<file path="config.mk">
export PLATFORM = sky130hd
export DESIGN_NAME = indexed_address_generator
export DESIGN_NICKNAME = d
export VERILOG_FILES = /design/src/hdl/index_addr_pkg.sv /design/src/hdl/mod_index_counter.sv /design/src/hdl/indexed_address_generator.sv
export SDC_FILE = /design/constraint.sdc
export NUM_CORES = 1
export LEC_CHECK = 0
export CORE_MARGIN = 2
export CORE_UTILIZATION = 25
export DETAILED_ROUTE_END_ITERATION = 8
export DONT_BUFFER_PORTS = 1
export PLACE_DENSITY_LB_ADDON = 0.1
export SYNTH_ARGS = -nofsm -noshare
export SYNTH_HDL_FRONTEND = slang
export SYNTH_SLANG_ARGS = --single-unit
</file>
<file path="constraint.sdc">
create_clock -name sys_clk -period 3.1 [get_ports sys_clk]
set_input_delay 0.155 -clock sys_clk [delete_from_list [all_inputs] [get_ports sys_clk]]
set_output_delay 0.155 -clock sys_clk [all_outputs]
set_load 0.05 [all_outputs]
</file>
<file path="src/hdl/index_addr_pkg.sv">
// package: constants, register map and carrier types of the indexed address generator
// assumes: one 250 MHz clock, registers reached over AHB-Lite with 32-bit data
package index_addr_pkg;

  // ==========================================================
  // sizes
  localparam int ADDR_W = 7;
  localparam int MEM_WORDS = 128;
  localparam int RESULT_W = 16;

  // ==========================================================
  // register map, byte addresses
  localparam logic [31:0] CTRL_OFS = 32'h0000_0000;
  localparam logic [31:0] ITER_MOD_OFS = 32'h0000_0004;
  localparam logic [31:0] SAMPLE_MOD_OFS = 32'h0000_0008;
  localparam logic [31:0] STATUS_OFS = 32'h0000_000c;

  // field positions
  localparam int CTRL_PTR_MODE_BIT = 0;
  localparam int STATUS_SAMPLE_LSB = 0;
  localparam int STATUS_PTR_MODE_BIT = 8;

  // values after reset
  localparam logic CTRL_PTR_MODE_RST = 1'b0;
  localparam logic [ADDR_W-1:0] MOD_RST = 7'h00;
  localparam logic [ADDR_W-1:0] INDEX_RST = 7'h00;

  // ==========================================================
  // AHB-Lite codes
  localparam logic [1:0] HTRANS_NONSEQ = 2'h2;
  localparam logic [1:0] HTRANS_SEQ = 2'h3;
  localparam logic HRESP_OKAY = 1'b0;

  // ==========================================================
  // types
  typedef enum logic [1:0] {
    REG_NONE = 2'h0,
    REG_CTRL = 2'h1,
    REG_ITER_MOD = 2'h3,
    REG_SAMPLE_MOD = 2'h2
  } reg_sel_t;

  typedef enum logic {
    SEL_ITERATION = 1'b0,
    SEL_SAMPLE = 1'b1
  } index_sel_t;

  // address field and addressing mode of the current microcode word
  typedef struct packed {
    logic valid;
    logic indexed;
    index_sel_t sel;
    logic shared;
    logic in_subprog;
    logic [ADDR_W-1:0] addr_field;
  } ucode_t;

  // sequencer and program strobes steering the two index registers
  typedef struct packed {
    logic iter_step;
    logic sample_start;
    logic sample_load;
  } index_ctl_t;

  typedef struct packed {
    logic [ADDR_W-1:0] count;
  } cnt_state_t;

  typedef struct packed {
    logic ptr_mode;
    logic [ADDR_W-1:0] iter_mod;
    logic [ADDR_W-1:0] sample_mod;
    logic wr_pend;
    reg_sel_t wr_sel;
    logic [31:0] hrdata;
    logic hreadyout;
    logic hresp;
    logic [ADDR_W-1:0] mem_addr;
    logic mem_valid;
    logic index_fault;
  } top_state_t;

endpackage

</file>
<file path="src/hdl/mod_index_counter.sv">
// holds: one index register, counting modulo a set value or loaded in parallel
// assumes: synchronous reset, clock enable freezes the count
`timescale 1ns/1ns
module mod_index_counter #(
  parameter int WIDTH = 7
) (
  input wire logic sys_clk,
  input wire logic reset,
  input wire logic clk_en,
  input wire logic step,
  input wire logic load,
  input wire logic [WIDTH-1:0] load_value,
  input wire logic [WIDTH-1:0] modulus,
  output logic [WIDTH-1:0] count
);

  // ==========================================================
  // next value: load wins over step, wrap at modulus minus one
  logic [WIDTH-1:0] count_q;
  logic [WIDTH-1:0] count_d;
  logic [WIDTH-1:0] last;

  always_comb begin
    last = WIDTH'(modulus - 1'b1);
    count_d = count_q;
    if (load) begin
      count_d = load_value;
    end else if (step) begin
      count_d = (count_q == last) ? '0 : WIDTH'(count_q + 1'b1);
    end
  end

  always_ff @(posedge sys_clk) begin
    if (reset) begin
      count_q <= '0;
    end else if (clk_en) begin
      count_q <= count_d;
    end
  end

  assign count = count_q;

endmodule

</file>
<file path="src/hdl/indexed_address_generator.sv">
// What this block does
// - direct access: address field passes unchanged to the data-memory address
// - indexed access: address is address field plus the selected index register
// - iteration index advances once per executed sub-program iteration
// - iteration index wraps at its set modulus, its only setting
// - iteration index is neither written nor read by the program
// - counter mode: sample index counts modulo its set value, wrapping to zero
// - counter mode: sample index steps once at each new sample period start
// - pointer mode: sample index loads from the result bus on command, else holds
// - generated addresses cover at most 128 memory locations
// - both index registers are presented to the decision state machine
// - shared arrays use iteration index in sub-program, sample index in main
// - sample-index use on shared arrays only allowed in counter mode
//
// file: top of the address-arithmetic unit with its AHB-Lite register slave
// assumes: single clock, synchronous active-high reset, one AHB-Lite master
//
// Design decisions made here: the AHB-Lite register port and the register offsets.
`timescale 1ns/1ns
module indexed_address_generator #(
  parameter int ADDR_W = index_addr_pkg::ADDR_W,
  parameter int RESULT_W = index_addr_pkg::RESULT_W
) (
  input wire logic sys_clk,
  input wire logic reset,
  input wire logic clk_en,
  input wire logic hsel,
  input wire logic [31:0] haddr,
  input wire logic [1:0] htrans,
  input wire logic hwrite,
  input wire logic [2:0] hsize,
  input wire logic [31:0] hwdata,
  input wire logic hready,
  output logic hreadyout,
  output logic [31:0] hrdata,
  output logic hresp,
  input wire index_addr_pkg::ucode_t ucode,
  input wire index_addr_pkg::index_ctl_t index_ctl,
  input wire logic [RESULT_W-1:0] result_bus,
  output logic [ADDR_W-1:0] mem_addr,
  output logic mem_addr_valid,
  output logic index_fault,
  output logic [ADDR_W-1:0] iteration_index,
  output logic [ADDR_W-1:0] sample_index
);

  // ==========================================================
  // register decode
  function automatic index_addr_pkg::reg_sel_t decode_reg(input logic [31:0] a);
    if (a == index_addr_pkg::CTRL_OFS) begin
      return index_addr_pkg::REG_CTRL;
    end else if (a == index_addr_pkg::ITER_MOD_OFS) begin
      return index_addr_pkg::REG_ITER_MOD;
    end else if (a == index_addr_pkg::SAMPLE_MOD_OFS) begin
      return index_addr_pkg::REG_SAMPLE_MOD;
    end else begin
      return index_addr_pkg::REG_NONE;
    end
  endfunction

  index_addr_pkg::top_state_t st_q;
  index_addr_pkg::top_state_t st_d;
  logic [ADDR_W-1:0] iter_cnt;
  logic [ADDR_W-1:0] sample_cnt;
  logic bus_take;
  logic [31:0] rd_word;
  logic use_sample;
  logic fault_c;
  logic [ADDR_W-1:0] idx_c;

  assign bus_take = hsel && hready && (htrans == index_addr_pkg::HTRANS_NONSEQ ||
    htrans == index_addr_pkg::HTRANS_SEQ);

  // ==========================================================
  // index registers
  // iteration index has no bus path at all
  mod_index_counter #(
    .WIDTH(ADDR_W)
  ) u_iteration (
    .sys_clk(sys_clk),
    .reset(reset),
    .clk_en(clk_en),
    .step(index_ctl.iter_step),
    .load(1'b0),
    .load_value('0),
    .modulus(st_q.iter_mod),
    .count(iter_cnt)
  );

  mod_index_counter #(
    .WIDTH(ADDR_W)
  ) u_sample (
    .sys_clk(sys_clk),
    .reset(reset),
    .clk_en(clk_en),
    .step(index_ctl.sample_start && !st_q.ptr_mode),
    .load(index_ctl.sample_load && st_q.ptr_mode),
    .load_value(result_bus[ADDR_W-1:0]),
    .modulus(st_q.ptr_mode ? '0 : st_q.sample_mod),
    .count(sample_cnt)
  );

  // ==========================================================
  // address formation
  always_comb begin
    use_sample = (ucode.sel == index_addr_pkg::SEL_SAMPLE);
    if (ucode.shared) begin
      use_sample = !ucode.in_subprog;
    end
    fault_c = ucode.valid && ucode.indexed && ucode.shared && use_sample && st_q.ptr_mode;
    idx_c = use_sample ? sample_cnt : iter_cnt;
    if (fault_c) begin
      idx_c = '0;
    end
  end

  // ==========================================================
  // read data for the address phase
  always_comb begin
    rd_word = '0;
    if (haddr == index_addr_pkg::STATUS_OFS) begin
      rd_word[index_addr_pkg::STATUS_SAMPLE_LSB +: ADDR_W] = sample_cnt;
      rd_word[index_addr_pkg::STATUS_PTR_MODE_BIT] = st_q.ptr_mode;
    end else begin
      unique case (decode_reg(haddr))
        index_addr_pkg::REG_CTRL: rd_word[index_addr_pkg::CTRL_PTR_MODE_BIT] = st_q.ptr_mode;
        index_addr_pkg::REG_ITER_MOD: rd_word[ADDR_W-1:0] = st_q.iter_mod;
        index_addr_pkg::REG_SAMPLE_MOD: rd_word[ADDR_W-1:0] = st_q.sample_mod;
        index_addr_pkg::REG_NONE: rd_word = '0;
      endcase
    end
  end

  // ==========================================================
  // next state
  always_comb begin
    st_d = st_q;
    st_d.hreadyout = 1'b1;
    st_d.hresp = index_addr_pkg::HRESP_OKAY;
    // data phase of a write
    if (st_q.wr_pend) begin
      unique case (st_q.wr_sel)
        index_addr_pkg::REG_CTRL: st_d.ptr_mode = hwdata[index_addr_pkg::CTRL_PTR_MODE_BIT];
        index_addr_pkg::REG_ITER_MOD: st_d.iter_mod = hwdata[ADDR_W-1:0];
        index_addr_pkg::REG_SAMPLE_MOD: st_d.sample_mod = hwdata[ADDR_W-1:0];
        index_addr_pkg::REG_NONE: st_d.wr_pend = 1'b0;
      endcase
    end
    st_d.wr_pend = bus_take && hwrite;
    st_d.wr_sel = decode_reg(haddr);
    if (bus_take && !hwrite) begin
      st_d.hrdata = rd_word;
    end
    // address output
    st_d.mem_valid = ucode.valid;
    st_d.index_fault = fault_c;
    if (ucode.valid) begin
      if (ucode.indexed) begin
        st_d.mem_addr = ADDR_W'(ucode.addr_field + idx_c);
      end else begin
        st_d.mem_addr = ucode.addr_field;
      end
    end
  end

  always_ff @(posedge sys_clk) begin
    if (reset) begin
      st_q.ptr_mode <= index_addr_pkg::CTRL_PTR_MODE_RST;
      st_q.iter_mod <= index_addr_pkg::MOD_RST;
      st_q.sample_mod <= index_addr_pkg::MOD_RST;
      st_q.wr_pend <= 1'b0;
      st_q.wr_sel <= index_addr_pkg::REG_NONE;
      st_q.hrdata <= '0;
      st_q.hreadyout <= 1'b1;
      st_q.hresp <= index_addr_pkg::HRESP_OKAY;
      st_q.mem_addr <= '0;
      st_q.mem_valid <= 1'b0;
      st_q.index_fault <= 1'b0;
    end else if (clk_en) begin
      st_q <= st_d;
    end
  end

  // ==========================================================
  // outputs
  assign hreadyout = st_q.hreadyout;
  assign hrdata = st_q.hrdata;
  assign hresp = st_q.hresp;
  assign mem_addr = st_q.mem_addr;
  assign mem_addr_valid = st_q.mem_valid;
  assign index_fault = st_q.index_fault;
  assign iteration_index = iter_cnt;
  assign sample_index = sample_cnt;
endmodule

</file>
Word level (Yosys, flattened, before mapping)
Index checks and enable logic that the tools add are counted.
{"block": "totals", "inputBits": 106, "latch_bits": 0, "mem_bits_rw": 0, "elab_cells": 70, "n_memories": 0, "mem_bits_ro": 0, "out_inout_bits": 57, "ff_bits": 49}
{"block": "op_classes", "n_div": 0, "n_lt_le_gt_ge": 0, "addsub": 5, "n_shift": 0, "multipliers": 0, "muxes": 17, "reduce_logical": 24, "bitwise": 0, "n_eq_ne": 13}
{"cell": "32-bit by 4-bit == test with 1-bit output (second input constant)", "n": 2}
{"cell": "7-bit 2-to-1 mux", "n": 9}
{"cell": "32-bit by 3-bit == test with 1-bit output (second input constant)", "n": 1}
{"cell": "32-bit logical NOT", "n": 1}
{"cell": "7-bit by 1-bit adder with 7-bit output (second input constant)", "n": 2}
{"cell": "7-bit == test", "n": 2}
{"cell": "7-bit by 1-bit subtractor with 7-bit output (second input constant)", "n": 2}
{"cell": "2-bit == test (second input constant)", "n": 6}
{"cell": "6-bit one-hot mux with 2 select lines", "n": 1}
{"cell": "1-bit logical AND", "n": 10}
{"cell": "3-bit AND reduction", "n": 3}
{"cell": "2-bit 2-to-1 mux", "n": 4}
{"cell": "2-bit AND reduction", "n": 4}
{"cell": "7-bit adder", "n": 1}
{"cell": "2-bit by 1-bit == test with 1-bit output (second input constant)", "n": 2}
{"cell": "1-bit one-hot mux with 4 select lines", "n": 1}
{"cell": "1-bit logical NOT", "n": 3}
{"cell": "2-bit logical NOT", "n": 1}
{"cell": "1-bit 2-to-1 mux", "n": 2}
{"cell": "2-bit nonzero test", "n": 1}
{"cell": "1-bit logical OR", "n": 1}

Longest topological paths before layout
Gate-level depths: netlist (run 1).
{"block": "logic_depth", "ltp_word": 8, "ltp_mapped": 14, "mapped_depth_nobuf": 13}

Hierarchy
From an unflattened synthesis (run 1), not the netlist that was laid out.
{"block": "unflattened", "hier_cells": 470, "hier_area_um2": 3699.8}
{"module": "indexed_address_generator", "instances": 1, "seq_area_each_um2": 700.7, "area_each_um2": 2303.5, "cells_each": 290}
{"module": "mod_index_counter at u_sample", "instances": 1, "seq_area_each_um2": 140.1, "area_each_um2": 720.7, "cells_each": 91}
{"module": "mod_index_counter at u_iteration", "instances": 1, "seq_area_each_um2": 140.1, "area_each_um2": 675.6, "cells_each": 89}

Worst setup path before layout (run 1)
OpenSTA, ideal clock, no wires.
{"block": "synth_timing", "path_type": "register to register", "from": "register st_q[60] (netlist name)", "to": "register, netlist name mem_addr[6]", "setup_slack_ns": 0.413, "t_required_ns": 3.026, "n_path_buf": 1, "setup_ns": 0.074, "t_arrival_ns": 2.613, "stages_incl_launch_ff": 13, "synth_period_minus_slack_ns": 2.687, "cell_sequence": "dfxtp_1 -> clkbuf_1 -> nand3_1 -> nor2_1 -> nor2_1 -> ha_1 -> fa_1 -> a211oi_1 -> o21bai_1 -> a21oi_1 -> xnor2_1 -> a21bo_2 -> a31oi_1"}
{"block": "synth_between", "elab_chain_cells": 4}
{"element": "start: declaration", "line": "indexed_address_generator.sv:61", "rtl": "index_addr_pkg::top_state_t st_q;"}
{"element": "start signal: assignment", "line": "indexed_address_generator.sv:180", "rtl": "st_q <= st_d;"}
{"element": "1-bit logical AND", "line": "indexed_address_generator.sv:110", "rtl": "fault_c = ucode.valid && ucode.indexed && ucode.shared && use_sample && st_q.ptr_mode;"}
{"element": "7-bit 2-to-1 mux", "line": "indexed_address_generator.sv:112", "rtl": "if (fault_c) begin"}
{"element": "7-bit adder", "line": "indexed_address_generator.sv:159", "rtl": "st_d.mem_addr = ADDR_W'(ucode.addr_field + idx_c);"}
{"element": "7-bit 2-to-1 mux", "line": "indexed_address_generator.sv:158", "rtl": "if (ucode.indexed) begin"}
No other way between the ends.
A chain may end at the register's enable or synchronous reset.

Worst setup path in the final report (run 1)
{"block": "layout_timing", "from": "register st_q[60] (netlist name)", "to": "register, netlist name mem_addr[6]"}
{"block": "layout_between", "elab_chain_cells": 4}
{"element": "1-bit logical AND", "line": "indexed_address_generator.sv:110"}
{"element": "7-bit 2-to-1 mux", "line": "indexed_address_generator.sv:112"}
{"element": "7-bit adder", "line": "indexed_address_generator.sv:159"}
{"element": "7-bit 2-to-1 mux", "line": "indexed_address_generator.sv:158"}
No other way between the ends.

==> out/results.ini, run 1 <==
[status]
run_status=completed

[global_routing]
grt_max_degree=46
track_usage_pct=13.51
grt-ovfl-total=0
grt_first_pass_wirelength_mm=15.50
antenna_found_initial=0
grt_pass1_vias=2739

[worst_hold_path]
whs_endpoint=st_q[58]
hold_class=input port to register
min_from=hwdata[5]
worstHoldPathCells=2

[routing]
viasPerCell=4.796
drc=0
vias=2940
finalWirelength_mm=10.26
dr.pass1.iters=4
ant_nets=0
drt_iter0_drc=107
wl_per_cell_um=16.74

[power]
p_int_uw=1178
power_frac_comb_pct=14.6
p_per_area_nw_per_um2=431.3
p_leak_uw=0.001473
vdd_drop_max_v=0.0002991
power_frac_clock_pct=44.1
seqPwrFrac_pct=41.2
switching_share_pct=28.53
power.switching_uw=470.1

[sta]
slew_violations=0
setup_tns_ps=0
worstMarginPinSlew_ps=1137
hold_viol_final=0
slew_headroom_pct=23.67
fin_skew_ps=7.126
rsz0062_at_grt=no
hold_ws_ps=7.168
finalSetupViolCount=0
fmax_ghz=0.3840
finalCritPeriodShare_pct=84.01
period_minus_slack_ps=2604

[clocking]
cts-root-buf=clkbuf_16
cts_buffers=5
cts.path.max_buffers=2
clk_latency_ps=290
cts.sinks=49
cts_max_level=2
path_clk_slew_ps=70
cts_tree=yes

[yosys]
syn_area_per_cell_um2=7.981
synthCells=441
synth_edf_count=0
ys.flop_type=dfxtp_1
async_flop_share_pct=0
yosysWarnings=0
syn_area_um2=3520
seq_area_frac_synth_pct=27.87
ys_types=55
ys_ff_latch=49

[setup_path]
r2r_setup_slack_ps=500
cp_max_fo=7
path_class=register to register
r2r_start=st_q[60]
end_kind=register
startpoint_type=register
critPathLaunch=st_q[60]
regToRegEndpoint=mem_addr[6]
crit_arrival_ps=2760
worst-r2r-cell-count=12
cp.required_ps=3250

[floorplan]
start_util_pct=25.45
io_pins=163
die_h_um=122.7
core.rowCount=43
dieArea_um2=15040
core_um2=13830
dieWidth_um=122.7

[finish]
stdcell_area_um2=3821
antennaDiodeCount=0
area_growth_pct=8.567
nets=549
drive_above_1_share_pct=10.16
fillers=1513
final_util_pct=27.64

[flow_run]
drv_cap=0

[place]
portBuffers=0
placed_cell_area_um2=3557
dp_hpwl_mm=7.804
routabilityCongestion=0.7680

worst max-delay path: stages, from the launching register on:
cell      delay [ps]
dfxtp_1          440
nand3_1          130
nor2_1           100
buf_4            160
nor2_1            60
ha_1             200
fa_1             430
a211oi_1         230
o21bai_1         100
a21oi_1          180
xnor2_1          190
a21bo_2          180
a31oi_1           70
logic make-up (layout without fill, tap and decap cells):
| family | Yosys count | count (layout) | synth area share [%] |
|---|---|---|---|
| simple gates | 163 | 163 | 23.82 |
| compound gates | 98 | 98 | 18.63 |
| buf+inv | 70 | 38 | 12.05 |
| flops | 49 | 49 | 27.87 |
| xor+xnor | 26 | 26 | 6.470 |
| mux | 22 | 22 | 6.825 |
| fa+ha+maj | 11 | 11 | 4.124 |
| other cells | 2 | 26 | 0.2134 |
cell usage after synthesis, types with 10 or more instances:
cell | count | area share, %
xor2_1 | 11 | 2.7
dfxtp_1 | 49 | 28
nand2_1 | 38 | 4.1
nand2b_1 | 10 | 1.8
mux2i_1 | 15 | 4.3
xnor2_1 | 15 | 3.7
nand3_1 | 20 | 2.8
clkbuf_1 | 15 | 1.6
nor3_1 | 10 | 1.4
a21oi_1 | 41 | 5.8
o21ai_0 | 11 | 1.6
buf_4 | 41 | 8.7
ha_1 | 10 | 3.6
nor2_1 | 35 | 3.7
layer usage:
| layer | routed length (um) | track usage [%] | vias to the layer above |
|---|---|---|---|
| met2 | 4724 | 21.25 | 71 |
| li1 | - | - | 1482 |
| met3 | 752 | 4.693 | 6 |
| met1 | 4715 | 17.97 | 1381 |
| met4 | 67 | 2.586 | 0 |
| met5 | 0 | 0 | - |
through the flow:
step	setup WS, ps	total power, uW	std cells
2_1_floorplan	412.5	931.2	465
3_3_place_gp	408.1	917.3	599
3_5_place_dp	383.5	917.8	599
4_1_cts	479.0	1670	613
5_1_grt	279.4	1722	613
6_report	495.8	1648	613
registers in the layout, summed over array words and instances (netlist names):
register	count
mem_addr_valid	1
st_q	18
mem_addr	7
u_sample.count	7
index_fault	1
u_iteration.count	7
hrdata	8
worst max path at each step:
stage	end	slack [ps]
final	mem_addr[6]	500
after global routing	u_sample.count[5]	280
after CTS	mem_addr[6]	480
after detailed placement	mem_addr[6]	380
after global placement	mem_addr[6]	410
after floorplan	mem_addr[6]	410
final cells by class:
type	count	area [um^2]	area share, %
clock inverter	3	68.82	1.801
timing repair buffer	21	182.7	4.781
multi-input combinational	346	2205	57.69
clock buffer	5	125.1	3.274
inverter	9	33.78	0.8841
sequential	49	980.9	25.67
tap	180	225.2	5.894
power by group through the flow:
stage	clock network [uW]	logic, uW	registers, uW
floorplan	0	238	693
global placement	0	223	695
detailed placement	0	223	695
CTS	747	243	680
global route	779	262	681
finish	728	241	679
layout by cell type (no fill, tap or decap), drive strengths merged, types with 4 or more instances in the layout:
cell type    Yosys  routed
dfxtp           49      49
a21oi           41      41
nand2           38      38
nor2            35      35
conb             2      26
nand3           20      20
buf             46      16
mux2i           15      15
xnor2           15      15
o21ai           13      13
xor2            11      11
nor3            11      11
nand2b          10      10
ha              10      10
inv              9      10
nor4             9       9
o211ai           7       7
nand4            6       6
mux2             6       6
a22o             6       6
and3             5       5
a211oi           5       5
clkbuf          15       5
dlygate4sd3      0       5
a221oi           5       5
and2             4       4
nor2b            4       4
or3              4       4
o22ai            4       4
nand3b           4       4
repair_timing:
item,in CTS,in global routing
endpoints found under the hold margin,45,0
setup buffers,0,0
resized for setup,0,0
hold buffers,6,0
(Power assumes the default switching activity.)
==> inputs of run 2 (changes only) <==
--- a/config.mk
+++ b/config.mk
@@ -5,6 +5,7 @@
 export SDC_FILE = /design/constraint.sdc
 export NUM_CORES = 1
 export LEC_CHECK = 0
+export ABC_AREA = 1
 export CORE_MARGIN = 2
 export CORE_UTILIZATION = 25
 export DETAILED_ROUTE_END_ITERATION = 8
==> constraint.sdc (replaced) <==
create_clock -name sys_clk -period 2.4 [get_ports sys_clk]
set_input_delay 0.12 -clock sys_clk [delete_from_list [all_inputs] [get_ports sys_clk]]
set_output_delay 0.12 -clock sys_clk [all_outputs]
set_load 0.05 [all_outputs]
==> out/results.ini, run 2 <==
[yosys]
ys.flop_type=dfxtp_1  ; unchanged
seq_area_frac_synth_pct=26.67  ; was 27.87%
ys_types=45  ; was 55
yosysWarnings=0  ; unchanged
syn_area_um2=3679  ; was 3520 um^2
synthCells=572  ; was 441
async_flop_share_pct=0  ; unchanged
syn_area_per_cell_um2=6.431  ; was 7.981 um^2
synth_edf_count=0  ; unchanged
netlist.area_leader.share_pct=26.67  ; was 27.87%
netlist_top_cells_count=114 x nand2_1, 90 x nor2_1, 57 x inv_1  ; was 49 x dfxtp_1, 41 x a21oi_1, 41 x buf_4
synthTopCellsByArea=dfxtp_1 27%, nand2_1 12%, nor2_1 9.2%  ; was dfxtp_1 28%, buf_4 8.7%, a21oi_1 5.8%
synth.largest_area_cell=dfxtp_1  ; unchanged
yosys.cell_count.top_type=nand2_1  ; was dfxtp_1
ys_ff_latch=49  ; unchanged

[clocking]
cts.sinks=49  ; unchanged
cts_tree=yes  ; unchanged
path_clk_slew_ps=70  ; about the same
cts-root-buf=clkbuf_16  ; unchanged
clk_latency_ps=300  ; was 290 ps
cts_max_level=2  ; unchanged
cts.path.max_buffers=2  ; unchanged
cts_buffers=5  ; unchanged

[finish]
drive_above_1_share_pct=8.606  ; was 10.16%
final_util_pct=27.77  ; was 27.64%
seq_area_um2=980.9  ; unchanged
nets=697  ; was 549
fillers=1655  ; was 1513
most-common-layout-cells=114 x nand2_1, 90 x nor2_1, 57 x inv_1  ; was 49 x dfxtp_1, 41 x a21oi_1, 38 x nand2_1
layout_commonest_cell=nand2_1  ; was dfxtp_1
antennaDiodeCount=0  ; unchanged
area_growth_pct=9.286  ; was 8.567%
largest_register_ffs=18  ; unchanged
regMostFlops=st_q  ; unchanged
reg_top3=st_q: 18 flops, hrdata: 8 flops  ; unchanged
multi_input_area_um2=2180  ; was 2205 um^2

[global_routing]
grt-ovfl-total=0  ; unchanged
track_usage_pct=15.17  ; was 13.51%
grt_first_pass_wirelength_mm=18.60  ; was 15.50 mm
grt_max_degree=27  ; was 46
grt_pass1_vias=3323  ; was 2739
antenna_found_initial=0  ; unchanged

[place]
dp_hpwl_mm=8.812  ; was 7.804 mm
portBuffers=0  ; unchanged
routabilityCongestion=0.7811  ; was 0.7680
dp_worst_setup_slack_ps=235.5  ; was 383.5 ps

[routing]
finalWirelength_mm=11.53  ; was 10.26 mm
wl_per_cell_um=15.07  ; was 16.74 um
ant_nets=0  ; unchanged
vias=3465  ; was 2940
drt_iter0_drc=126  ; was 107
viasPerCell=4.529  ; was 4.796
drc=0  ; unchanged
dr.pass1.iters=4  ; unchanged

[setup_path]
startpoint_type=register  ; unchanged
crit_arrival_ps=2380  ; was 2760 ps
path_delay_family=adder cells  ; was compound AO/OA/AOI/OAI gates
regToRegEndpoint=mem_addr[6]  ; unchanged
path_class=register to register  ; unchanged
end_kind=register  ; unchanged
slowest_stage=fa_1  ; was dfxtp_1
r2r_setup_slack_ps=230  ; was 500 ps
worst-r2r-cell-count=15  ; was 12
critical_path.max_stage_delay_ps=450  ; was 440 ps
cp_max_fo=5  ; was 7
r2r_start=st_q[60]  ; unchanged
critPathLaunch=st_q[60]  ; unchanged
crit_buf_inv=4  ; was 1
critPathCapture=mem_addr[6]  ; unchanged
cp_num_cells=15  ; was 12
path_cells=nand2_1 -> inv_1 -> nand4_1 -> inv_1 -> a211oi_1 -> ha_1 -> fa_1 -> a21oi_2 -> inv_1 -> nand2_1 -> nand3_1 -> nand2_1 -> nand3_1 -> nand2_1 -> inv_1  ; was nand3_1 -> nor2_1 -> buf_4 -> nor2_1 -> ha_1 -> fa_1 -> a211oi_1 -> o21bai_1 -> a21oi_1 -> xnor2_1 -> a21bo_2 -> a31oi_1
cp.required_ps=2610  ; was 3250 ps

[power]
vdd_drop_max_v=0.0002351  ; was 0.0002991 V
p_per_area_nw_per_um2=496.4  ; was 431.3 nW/um^2
finalPower_uw=1996  ; was 1648 uW
p_leak_uw=0.001818  ; was 0.001473 uW

[floorplan]
dieWidth_um=125.3  ; was 122.7 um
die_h_um=125.3  ; was 122.7 um
dieArea_um2=15700  ; was 15040 um^2
core_um2=14480  ; was 13830 um^2
core.rowCount=44  ; was 43
start_util_pct=25.41  ; was 25.45%
io_pins=163  ; unchanged

[sta]
finalWorstSetupSlack_ps=231.3  ; was 495.8 ps
finalCritPeriodShare_pct=90.36  ; was 84.01%
fmax_ghz=0.4611  ; was 0.3840 GHz
finalSetupViolCount=0  ; unchanged
slew_violations=0  ; unchanged
period_minus_slack_ps=2169  ; was 2604 ps
fin_skew_ps=3.169  ; was 7.126 ps
hold_viol_final=0  ; unchanged
slew_headroom_pct=32.46  ; was 23.67%
rsz0062_at_grt=no  ; unchanged
setup_tns_ps=0  ; unchanged
worstMarginPinSlew_ps=1010  ; was 1137 ps
hold_ws_ps=12.15  ; was 7.168 ps

[worst_hold_path]
hold_class=input port to register  ; unchanged

[status]
run_status=completed  ; unchanged

[flow_run]
drv_cap=0  ; unchanged

==> run 2: final cells by class <==
class	count	area share, %
inverter	62	5.913
clock buffer	6	3.206
sequential	49	24.40
timing repair buffer	30	6.287
multi-input combinational	432	54.22
clock inverter	2	0.2490
tap	184	5.727
==> run 2: per-layer routing <==
metal  vias to the layer above  GRT usage (%)  wire length (um)
met3                        12          3.509               645
met5                         -              0                 0
met1                      1591          20.76              5520
met4                         0          5.163               196
met2                        73          23.53              5165
li1                       1789              -                 -
==> run 2: logic make-up after synthesis <==
family                     Yosys count  share of synthesized area (%)
AOI/OAI and AO/OA                   96                          14.15
xor gates and xnor gates            21                          5.374
adders and majority gates           11                          3.946
buffers and inverters              115                          16.63
DFF                                 49                          26.67
other                                2                         0.2042
and+or+nand+nor                    278                          33.03
==> run 2: through the flow <==
step | std cells | area, um^2
3_3_place_gp | 744 | 3752
4_1_cts | 763 | 4001
3_5_place_dp | 744 | 3752
6_report | 765 | 4020
2_1_floorplan | 596 | 3769
5_1_grt | 765 | 4020
==> run 2: how the worst min path moves through the flow <==
stage                     cells past startpoint  startpoint                 to  slack [ps]
final                                         2   hwdata[2]           st_q[55]          10
after global placement                        1       reset  u_sample.count[5]         190
after global routing                          3      hwrite          hrdata[0]          30
after CTS                                     2   hwdata[2]           st_q[55]           2
after detailed placement                      1       reset  u_sample.count[3]         190
after floorplan                               1      clk_en        index_fault         210
==> run 2: repair_timing <==
action,4_1_cts,5_1_grt
hold endpoints to repair,29,0
gates resized for setup,0,1
endpoints found under the setup margin,0,1
hold buffers,11,0
setup buffers,0,2
==> run 2: worst register-to-register path, stage by stage (launching register included) <==
cell	delay (ps)
dfxtp_1	330
nand2_1	50
inv_1	50
nand4_1	170
inv_1	140
a211oi_1	60
ha_1	230
fa_1	450
a21oi_2	170
inv_1	50
nand2_1	70
nand3_1	60
nand2_1	60
nand3_1	60
nand2_1	70
inv_1	40
==> run 2: where the power goes <==
part	internal [uW]	switching, uW
registers	834	56.6
clock network	385	348
logic	105	268
